## src/shared/adc_readout_pkg.sv

```systemverilog
// constants, types and states shared by the converter readout port
package adc_readout_pkg;
   localparam int WORD_W = 24;
   localparam int RAW_W = 26;
   localparam int CNT_W = 20;
   localparam int REF_CLK_HZ = 2457600;
   localparam int REF_SPS = 15;
   localparam int POWERUP_MS = 350;
   // counts are in device clocks, so the rate follows the clock frequency
   localparam int CONV_CYCLES_DEF = REF_CLK_HZ / REF_SPS;
   localparam int CAL_CYCLES_DEF = (POWERUP_MS * REF_CLK_HZ) / 1000;
   localparam int UPDATE_CYCLES = 16;
   localparam int SLEEP_CYCLES_DEF = 2000;
   localparam int FIFO_DEPTH_DEF = 8;
   localparam logic [4:0] MSB_IDX = 5'h17;
   localparam logic [4:0] BITS_DONE = 5'h18;
   localparam logic [4:0] FORCED_HIGH = 5'h19;
   localparam logic [4:0] CAL_ARMED = 5'h1a;
   localparam logic [4:0] NO_DATA = 5'h1b;
   localparam logic [WORD_W-1:0] CODE_POS_FS = 24'h7fffff;
   localparam logic [WORD_W-1:0] CODE_NEG_FS = 24'h800000;
   localparam logic signed [RAW_W-1:0] RAW_POS_FS = 26'sh07fffff;
   localparam logic signed [RAW_W-1:0] RAW_NEG_FS = 26'sh3800000;

   typedef enum logic [1:0] {
      ST_CAL = 2'b00,
      ST_CONV = 2'b01,
      ST_UPDATE = 2'b10,
      ST_SLEEP = 2'b11
   } seq_state_t;

   typedef struct packed {
      logic signed [RAW_W-1:0] value;
   } raw_sample_t;

   typedef struct packed {
      logic [WORD_W-1:0] code;
   } result_word_t;
endpackage

```

## src/logic/adc_serial_readout_port.sv

```systemverilog
// result fifo and the readout/sequencing logic of the serial converter port
module result_fifo #(
   parameter int W = 24,
   parameter int DEPTH = 8
) (
   input wire logic clk_sys,
   input wire logic rstn,
   input wire logic [W-1:0] in_data,
   input wire logic in_valid,
   output logic in_ready,
   output logic [W-1:0] out_data,
   output logic out_valid,
   input wire logic out_ready
);
   localparam int AW = $clog2(DEPTH);
   logic [W-1:0] mem [DEPTH];
   logic [AW-1:0] wr_ptr_r;
   logic [AW-1:0] rd_ptr_r;
   logic [AW:0] count_r;
   wire push = in_valid && in_ready;
   wire pop = out_valid && out_ready;
   wire [AW-1:0] wr_ptr_inc = (wr_ptr_r == AW'(DEPTH - 1)) ? '0 : wr_ptr_r + 1'b1;
   wire [AW-1:0] rd_ptr_inc = (rd_ptr_r == AW'(DEPTH - 1)) ? '0 : rd_ptr_r + 1'b1;

   assign in_ready = (count_r != (AW + 1)'(DEPTH));
   assign out_valid = (count_r != '0);
   assign out_data = mem[rd_ptr_r];

   always_ff @(posedge clk_sys) begin
      if (push) begin
         mem[wr_ptr_r] <= in_data;
      end
   end

   always_ff @(posedge clk_sys or negedge rstn) begin
      if (!rstn) begin
         wr_ptr_r <= '0;
         rd_ptr_r <= '0;
         count_r <= '0;
      end else begin
         if (push) wr_ptr_r <= wr_ptr_inc;
         if (pop) rd_ptr_r <= rd_ptr_inc;
         count_r <= count_r + (AW + 1)'(push) - (AW + 1)'(pop);
      end
   end
endmodule

module adc_serial_readout_port
   import adc_readout_pkg::*;
#(
   parameter int CONV_CYCLES = CONV_CYCLES_DEF,
   parameter int CAL_CYCLES = CAL_CYCLES_DEF,
   parameter int SLEEP_CYCLES = SLEEP_CYCLES_DEF,
   parameter int FIFO_DEPTH = FIFO_DEPTH_DEF
) (
   input wire logic clk_sys,
   input wire logic rstn,
   input wire logic serial_shift_clock,
   input wire raw_sample_t raw_in,
   input wire logic raw_valid,
   output logic raw_ready,
   output logic ready_data_out,
   output logic conv_start,
   output logic calibrating,
   output logic asleep
);
   localparam logic [CNT_W-1:0] CAL_LAST = CNT_W'(CAL_CYCLES - 1);
   localparam logic [CNT_W-1:0] UPD_LAST = CNT_W'(UPDATE_CYCLES - 1);
   localparam logic [CNT_W-1:0] UPD_START = CNT_W'(CONV_CYCLES - UPDATE_CYCLES - 1);
   localparam logic [CNT_W-1:0] SLEEP_LAST = CNT_W'(SLEEP_CYCLES - 1);

   logic sclk_meta_r;
   logic sclk_sync_r;
   logic sclk_prev_r;
   seq_state_t state_r;
   seq_state_t state_nxt;
   logic [CNT_W-1:0] timer_r;
   logic [CNT_W-1:0] timer_nxt;
   logic [CNT_W-1:0] hold_r;
   logic [4:0] bit_cnt_r;
   logic [4:0] bit_cnt_nxt;
   logic line_r;
   logic line_nxt;
   logic cal_wake_r;
   logic cal_wake_nxt;
   logic conv_start_r;
   logic conv_start_nxt;
   logic fifo_pop;
   result_word_t out_word_r;
   result_word_t out_word_nxt;
   result_word_t clip_word;
   result_word_t fifo_word;
   logic fifo_valid;

   // first stage feeds only the second; edges are found on the settled copy
   always_ff @(posedge clk_sys or negedge rstn) begin
      if (!rstn) begin
         sclk_meta_r <= 1'b0;
         sclk_sync_r <= 1'b0;
         sclk_prev_r <= 1'b0;
      end else begin
         sclk_meta_r <= serial_shift_clock;
         sclk_sync_r <= sclk_meta_r;
         sclk_prev_r <= sclk_sync_r;
      end
   end

   wire sclk_rise = sclk_sync_r && !sclk_prev_r;
   wire sclk_fall = !sclk_sync_r && sclk_prev_r;

   // saturate filter output to the 24-bit two's complement range
   wire raw_over = raw_in.value > RAW_POS_FS;
   wire raw_under = raw_in.value < RAW_NEG_FS;
   assign clip_word.code = raw_over ? CODE_POS_FS :
                           raw_under ? CODE_NEG_FS :
                           raw_in.value[WORD_W-1:0];

   result_fifo #(
      .W(WORD_W),
      .DEPTH(FIFO_DEPTH)
   ) u_fifo (
      .clk_sys(clk_sys),
      .rstn(rstn),
      .in_data(clip_word.code),
      .in_valid(raw_valid),
      .in_ready(raw_ready),
      .out_data(fifo_word.code),
      .out_valid(fifo_valid),
      .out_ready(fifo_pop)
   );

   wire [4:0] bit_idx = MSB_IDX - bit_cnt_r;
   wire shift_bit = out_word_r.code[bit_idx];
   wire reading = (bit_cnt_r < BITS_DONE);
   wire has_result = (bit_cnt_r != NO_DATA);
   // a high phase much longer than any shift pulse means the host asks for sleep
   wire hold_high = (state_r == ST_CONV) && sclk_sync_r && has_result;
   wire sleep_due = hold_high && (hold_r == SLEEP_LAST);
   wire [CNT_W-1:0] hold_nxt = hold_high ? hold_r + 1'b1 : '0;
   wire cal_pending = (bit_cnt_r == FORCED_HIGH) || (bit_cnt_r == CAL_ARMED);

   always_comb begin
      state_nxt = state_r;
      timer_nxt = timer_r;
      bit_cnt_nxt = bit_cnt_r;
      line_nxt = line_r;
      cal_wake_nxt = cal_wake_r;
      conv_start_nxt = 1'b0;
      out_word_nxt = out_word_r;
      fifo_pop = 1'b0;
      case (state_r)
         ST_CAL: begin
            line_nxt = 1'b1;
            bit_cnt_nxt = NO_DATA;
            if (timer_r == CAL_LAST) begin
               state_nxt = ST_UPDATE;
               timer_nxt = '0;
            end else begin
               timer_nxt = timer_r + 1'b1;
            end
         end
         ST_UPDATE: begin
            line_nxt = 1'b1;
            if (timer_r == UPD_LAST) begin
               state_nxt = ST_CONV;
               timer_nxt = '0;
               bit_cnt_nxt = '0;
               line_nxt = 1'b0;
               conv_start_nxt = 1'b1;
               fifo_pop = fifo_valid;
               // an unread word is replaced here whether or not the host finished
               if (fifo_valid) out_word_nxt = fifo_word;
            end else begin
               timer_nxt = timer_r + 1'b1;
            end
         end
         ST_CONV: begin
            timer_nxt = timer_r + 1'b1;
            if (timer_r == UPD_START) begin
               state_nxt = ST_UPDATE;
               timer_nxt = '0;
               line_nxt = 1'b1;
            end else if (sleep_due) begin
               state_nxt = ST_SLEEP;
               line_nxt = 1'b1;
               cal_wake_nxt = cal_pending;
            end else if (sclk_fall && bit_cnt_r == CAL_ARMED) begin
               state_nxt = ST_CAL;
               timer_nxt = '0;
               line_nxt = 1'b1;
               bit_cnt_nxt = NO_DATA;
            end else if (sclk_rise && has_result) begin
               if (reading) begin
                  line_nxt = shift_bit;
                  bit_cnt_nxt = bit_cnt_r + 1'b1;
               end else if (bit_cnt_r == BITS_DONE) begin
                  line_nxt = 1'b1;
                  bit_cnt_nxt = FORCED_HIGH;
               end else if (bit_cnt_r == FORCED_HIGH) begin
                  bit_cnt_nxt = CAL_ARMED;
               end
            end
         end
         ST_SLEEP: begin
            line_nxt = 1'b1;
            if (!sclk_sync_r) begin
               state_nxt = cal_wake_r ? ST_CAL : ST_CONV;
               timer_nxt = '0;
               bit_cnt_nxt = NO_DATA;
               cal_wake_nxt = 1'b0;
            end
         end
         default: begin
            state_nxt = ST_CAL;
            timer_nxt = '0;
            line_nxt = 1'b1;
         end
      endcase
   end

   // reset is the power-up event: calibrate first, line high meanwhile
   always_ff @(posedge clk_sys or negedge rstn) begin
      if (!rstn) begin
         state_r <= ST_CAL;
         timer_r <= '0;
         hold_r <= '0;
         bit_cnt_r <= NO_DATA;
         line_r <= 1'b1;
         cal_wake_r <= 1'b0;
         conv_start_r <= 1'b0;
         out_word_r <= '0;
      end else begin
         state_r <= state_nxt;
         timer_r <= timer_nxt;
         hold_r <= hold_nxt;
         bit_cnt_r <= bit_cnt_nxt;
         line_r <= line_nxt;
         cal_wake_r <= cal_wake_nxt;
         conv_start_r <= conv_start_nxt;
         out_word_r <= out_word_nxt;
      end
   end

   assign ready_data_out = line_r;
   assign conv_start = conv_start_r;
   assign calibrating = (state_r == ST_CAL);
   assign asleep = (state_r == ST_SLEEP);

   wire upd_done = (state_r == ST_UPDATE) && (timer_r == UPD_LAST);
endmodule

```

## config.mk

```make
export PLATFORM = sky130hd
export DESIGN_NAME = adc_serial_readout_port
export DESIGN_NICKNAME = d
export VERILOG_FILES = /design/src/shared/adc_readout_pkg.sv /design/src/logic/adc_serial_readout_port.sv
export SDC_FILE = /design/constraint.sdc
export NUM_CORES = 1
export LEC_CHECK = 0
export ABC_AREA = 1
export BUFFER_PORTS_ARGS = -buffer_cell sky130_fd_sc_hd__buf_4
export CELL_PAD_IN_SITES_DETAIL_PLACEMENT = 0
export CELL_PAD_IN_SITES_GLOBAL_PLACEMENT = 2
export CORE_MARGIN = 1
export CORE_UTILIZATION = 40
export DETAILED_ROUTE_END_ITERATION = 7
export PLACE_DENSITY = 0.82
export SYNTH_ARGS = -nofsm -noshare
export SYNTH_HDL_FRONTEND = slang
export SYNTH_SLANG_ARGS = --single-unit
```

## constraint.sdc

```tcl
create_clock -name clk_sys -period 4.05 [get_ports clk_sys]
set_input_delay 1.215 -clock clk_sys [delete_from_list [all_inputs] [get_ports clk_sys]]
set_output_delay 1.215 -clock clk_sys [all_outputs]
set_load 0.02 [all_outputs]
```

== Yosys cells after proc, flatten, opt, wreduce, memory -nomap -nowiden ==
Memory sizes are Yosys's and may differ from the RTL's. A register that Yosys moved wholly into a read port is not among the register bits.
Cells that the tools add are included.
Storage, ports and cells
  flip-flop bits (word level): 63
  memory bits (writable): 192
  input port bits: 30
  word-level logic and storage cells: 123
  memories kept: 1
Operators by class
  $add $sub $neg: 8
  order comparisons: 4
  eq/ne operators: 25
  muxes and demuxes: 50
  reduce and logical (&&, ||, !) cells: 22
Memories
  u_fifo.mem: depth 8, width 24, rd ports 1, clocked after Yosys merged registers in 1, wr ports 1, RTL line adc_serial_readout_port.sv:16  | logic [W-1:0] mem [DEPTH];
Operators by type and width (count)
  2-to-1 mux 20 bit: 7
  case mux 20 bit (4 select lines): 1
  2-to-1 mux 24 bit: 2
  2-to-1 mux 5 bit: 9
  adder 20 x 1 -> 20 bit, second input constant: 2
  > comparator 26 x 24 -> 1 bit, second input constant: 1
  less-than comparator 26 x 24 -> 1 bit, second input constant: 1
  equality test 20 x 11 -> 1 bit, second input constant: 1
  equality test 20 x 18 -> 1 bit, second input constant: 1
  equality test 20 bit, second input constant: 1
  equality test 20 x 4 -> 1 bit, second input constant: 1
  case mux 5 bit (4 select lines): 1
  2-to-1 mux 1 bit: 18
  equality test 5 bit, second input constant: 3
  2-to-1 mux 2 bit: 6
  inequality test 2 bit, second input constant: 5
  inequality test 5 x 2 -> 1 bit, second input constant: 2
  logical AND 1 bit: 9
  case mux 2 bit (4 select lines): 1
  AND reduction 4 bit: 2
  adder 3 x 1 -> 3 bit, second input constant: 2
  equality test 3 bit, second input constant: 2
  less-than comparator 5 x 6 -> 1 bit, second input constant: 1
  2-to-1 mux 3 bit: 2
  other kinds (25): 28

== Logic depth before layout (Yosys ltp) ==
  depth in word-level cells: 9
  gate-level depth with buffers: 14
  mapped depth without buffers: 14

== Modules after synthesis ==
Synthesis repeated with hierarchy kept, for this count alone.
Second synthesis, totals
  cells, all modules: 1586
  area total of the unflattened synthesis: 13755.7 um2
Modules (own cells, without submodules)
  result_fifo: instances 1, cells an instance 902, area each 8974.9 um2, sequential area each 6015.8 um2
  adc_serial_readout_port: instances 1, cells an instance 684, area each 4780.8 um2, sequential area each 1933.1 um2

== Least setup slack after synthesis ==
No wires, ideal clock.
  path type: input port to flip-flop
  start point: input raw_valid
  end point: memory u_fifo.mem[0][0], enable pin
  setup time: 405 ps
  data arrival time: 2537 ps
  data required time: 3645 ps
  path slack: 1108 ps
  cell stages on the path: 4
  path buffers: 0
  cells stage by stage: nand2_1 inv_1 nand2_1 nor2_1
Between the ends
  word-level cells in the longest chain between the ends: 3
Ends and longest elaborated chain
  start, declared: RTL line adc_serial_readout_port.sv:60  | input wire logic raw_valid,
  logical AND 1 bit: RTL line adc_serial_readout_port.sv:20  | wire push = in_valid && in_ready;
  net u_fifo.push: RTL line adc_serial_readout_port.sv:20
  2-to-1 mux 1 bit: RTL line adc_serial_readout_port.sv:30  | if (push) begin
  2-to-1 mux 1 bit (implied by the code): RTL line adc_serial_readout_port.sv:31  | mem[wr_ptr_r] <= in_data;
  end, declared: RTL line adc_serial_readout_port.sv:16
The timed path passes the listed nets, and every way through them passes these cells.

== Worst setup path in the final report ==
  start point: register state_r[0]
  end point: register u_fifo.count_r[2]
Between the ends
  word-level cells in the longest chain between the ends: 4
Ends and longest elaborated chain
  start, declared: RTL line adc_serial_readout_port.sv:75  | seq_state_t state_r;
  start signal, assigned: RTL line adc_serial_readout_port.sv:233  | state_r <= state_nxt;
  equality test 2 bit: RTL line adc_serial_readout_port.sv:151  | case (state_r)
  2-to-1 mux 1 bit: RTL line adc_serial_readout_port.sv:151
  logical AND 1 bit: RTL line adc_serial_readout_port.sv:21  | wire pop = out_valid && out_ready;
  subtractor 4 x 1 -> 4 bit: RTL line adc_serial_readout_port.sv:43  | count_r <= count_r + (AW + 1)'(push) - (AW + 1)'(pop);
  end signal, assigned: RTL line adc_serial_readout_port.sv:43
  end, declared: RTL line adc_serial_readout_port.sv:19  | logic [AW:0] count_r;
No other way between the ends.
A chain may end at the register's enable or synchronous reset.

==> qor.yml <==
start_kind: "flop"
numPortBuffers: 34
hold_viol: 0
layout_commonest_cell: "edfxtp_1"
avgViaCountPerCell: 5.14
timing.slew.headroom_pct: 32.9
async_reset_ff_share_pct: 31.2
h-tree-depth: 1
total_power_mw: 6.84
setup_ws_ns: 1.29
syn_area_per_cell_um2: 10.4
vdd_drop_max_uv: 392
clock_skew_ns: 0.0439
use_met3_pct: 2.61
boundaryPins: 35
row_count: 64
status: "completed"
dp_slack_ns: 1.29
fp.dieW_um: 179
hold_class: "flop to flop"
drv_cap: 0
cts_tree: "done"
whs_ns: 0.357
layout.nets: 1295
wirelength_um: 28700
cts_resized: 0
synth-seq-cells: 279
grt_use_total_pct: 18.1
synthCells: 1209
cts_num_sinks: 279
clk_latency_ns: 0.59
post_cts_buffers: 0
p_sw_share_pct: 23.9
clkTransAtPathRegs_ns: 0.05
wl_per_cell_um: 17.2
grt_pass1_vias: 8478
postRouteAntennaNets: 0
die_area_um2: 32200
drt_iter0_drc: 517
yosysUniqueCellTypes: 45
utilization_pct: 46.5
cp.arrival_ns: 3.18
gr-max-usage-layer: "met2"
grt_max_degree: 100
tightestPinTransition_ns: 1.01
fin_tns_setup_ns: 0
grt_pass1_wl_um: 46600
grt_antenna_before_repair: 0
post-route-period-util_pct: 68.0
antennaDiodeCount: 0
power_frac_clock_pct: 40.1
intPower_mw: 5.21
synth_area_um2: 12600
powerDensity_nw_per_um2: 479
slew_viol_final: 0
gp_congestion: 0.772
period_needed_ns: 2.76
p_leak_nw: 5.82
initial_core_util_pct: 41.0
crit_fanout: 29
seq_power_share_pct: 51.0
cts-root-buf: "clkbuf_16"
dr.pass1.iters: 7
worstPathRequired_ns: 4.48
hpwl_um: 17100
cts_hold_buf: 0
grt_setup_unrepaired: "false"
timing_worst_setup_path_type: "flop to flop"
overflow: 0
setup_viol: 0
vias: 8545
seq_area_frac_synth_pct: 63.1
nFillCells: 2907
numCtsBuffers: 30
drcViolationCount: 0
use_met2_pct: 30.8
combPwrFrac_pct: 9.0
layout-drive-gt1-share_pct: 12.2
synth_fp_nets: 1261
clk_path_buf_depth: 3
ys_warn_count: 0
mostFrequentLayoutCells: "192 x edfxtp_1, 169 x nand2_1, 146 x nor2_1"
die_h_um: 179
use_met1_pct: 24.6
fmax_mhz: 363
cp-end-kind: "flop"
core-area_um2: 30700
switching_power_mw: 1.64
synthFlopType: "edfxtp_1"
areaGrowthSynthToFinish_pct: 13.5
synth-edff-count: 192
[synth_stat cells (9+ instances only)]
library cell | instances | area share (%)
nor2_1 | 155 | 4.6
dfrtp_1 | 82 | 16
ha_1 | 21 | 2.1
clkbuf_1 | 36 | 1.1
nand2_1 | 169 | 5.0
xor2_1 | 9 | 0.63
inv_1 | 131 | 3.9
nand3_1 | 63 | 2.5
a21oi_1 | 43 | 1.7
buf_2 | 11 | 0.44
nor3_1 | 19 | 0.76
o221ai_1 | 48 | 3.3
o21ai_0 | 131 | 5.2
o21ai_1 | 11 | 0.44
nand4_1 | 16 | 0.79
edfxtp_1 | 192 | 46
[per-layer routing]
layer | vias up | routed length (um) | share of wire (%)
met4 | 0 | 447 | 1.6
met3 | 34 | 1480 | 5.2
met5 | - | 0 | 0
met1 | 4050 | 13100 | 46
li1 | 4246 | - | -
met2 | 215 | 13700 | 48
[registers in the layout, indices dropped and copies added, names as in the netlist]
name	count
out_word_r	24
state_r	2
ready_data_out	1
conv_start	1
sclk_prev_r	1
sclk_sync_r	1
u_fifo.mem	192
u_fifo.rd_ptr_r	3
hold_r	20
sclk_meta_r	1
u_fifo.wr_ptr_r	3
bit_cnt_r	5
timer_r	20
cal_wake_r	1
u_fifo.count_r	4
[area by class of cell]
cell class	instances	area, um2	share of cell area (%)
Timing Repair Buffer	55	413	2.89
Inverter	138	523	3.66
Clock inverter	20	231	1.62
Clock buffer	35	769	5.38
Multi-Input combinational cell	739	3910	27.3
Sequential cell	279	7950	55.6
Tap cell	396	495	3.47
[power groups by stage]
stage,registers (mW),logic (mW),clock network [mW]
floorplan,3.53,0.361,0
global placement,3.54,0.626,0
detailed placement,3.54,0.627,0
CTS,3.49,0.630,2.81
global route,3.51,0.693,2.92
finish,3.49,0.614,2.74
[cells by family (layout without fill, tap and decap cells)]
family | after synthesis | after routing | synth area share, %
compound gates | 244 | 244 | 11.3
xor+xnor | 14 | 14 | 0.974
flops | 279 | 279 | 63.1
fa+ha+maj | 22 | 22 | 2.25
buf+inv | 191 | 248 | 6.08
simple gates | 459 | 459 | 16.2
[worst max-delay path, stage by stage (launching register included)]
cell and delay (ns):
dfrtp_1 0.42, inv_1 0.12, ha_1 0.32, nand4_1 0.25, nor2_2 0.14, buf_4 0.33, ha_1 0.29, inv_1 0.05
ha_1 0.15, inv_1 0.05, fa_1 0.38, xnor2_1 0.14
[metrics by stage]
step	area, um2	std cells
global route	14300	1662
global placement	13300	1607
floorplan	12600	1209
CTS	14300	1662
finish	14300	1662
detailed placement	13300	1607
[path summary, 6_finish.rpt]
kind / from / endpoint / slack [ns] / cells after the start
min in group asynchronous: rstn / hold_r[15] / 0.66 / 1
hold reg to reg: sclk_meta_r / sclk_sync_r / 0.36 / 0
setup / recovery: state_r[0] / u_fifo.count_r[2] / 1.29 / 11
hold / removal: sclk_meta_r / sclk_sync_r / 0.36 / 0
max in group asynchronous: rstn / bit_cnt_r[3] / 2.66 / 2
setup reg to reg: state_r[0] / u_fifo.count_r[2] / 1.29 / 11
(Power assumes the default switching activity.)
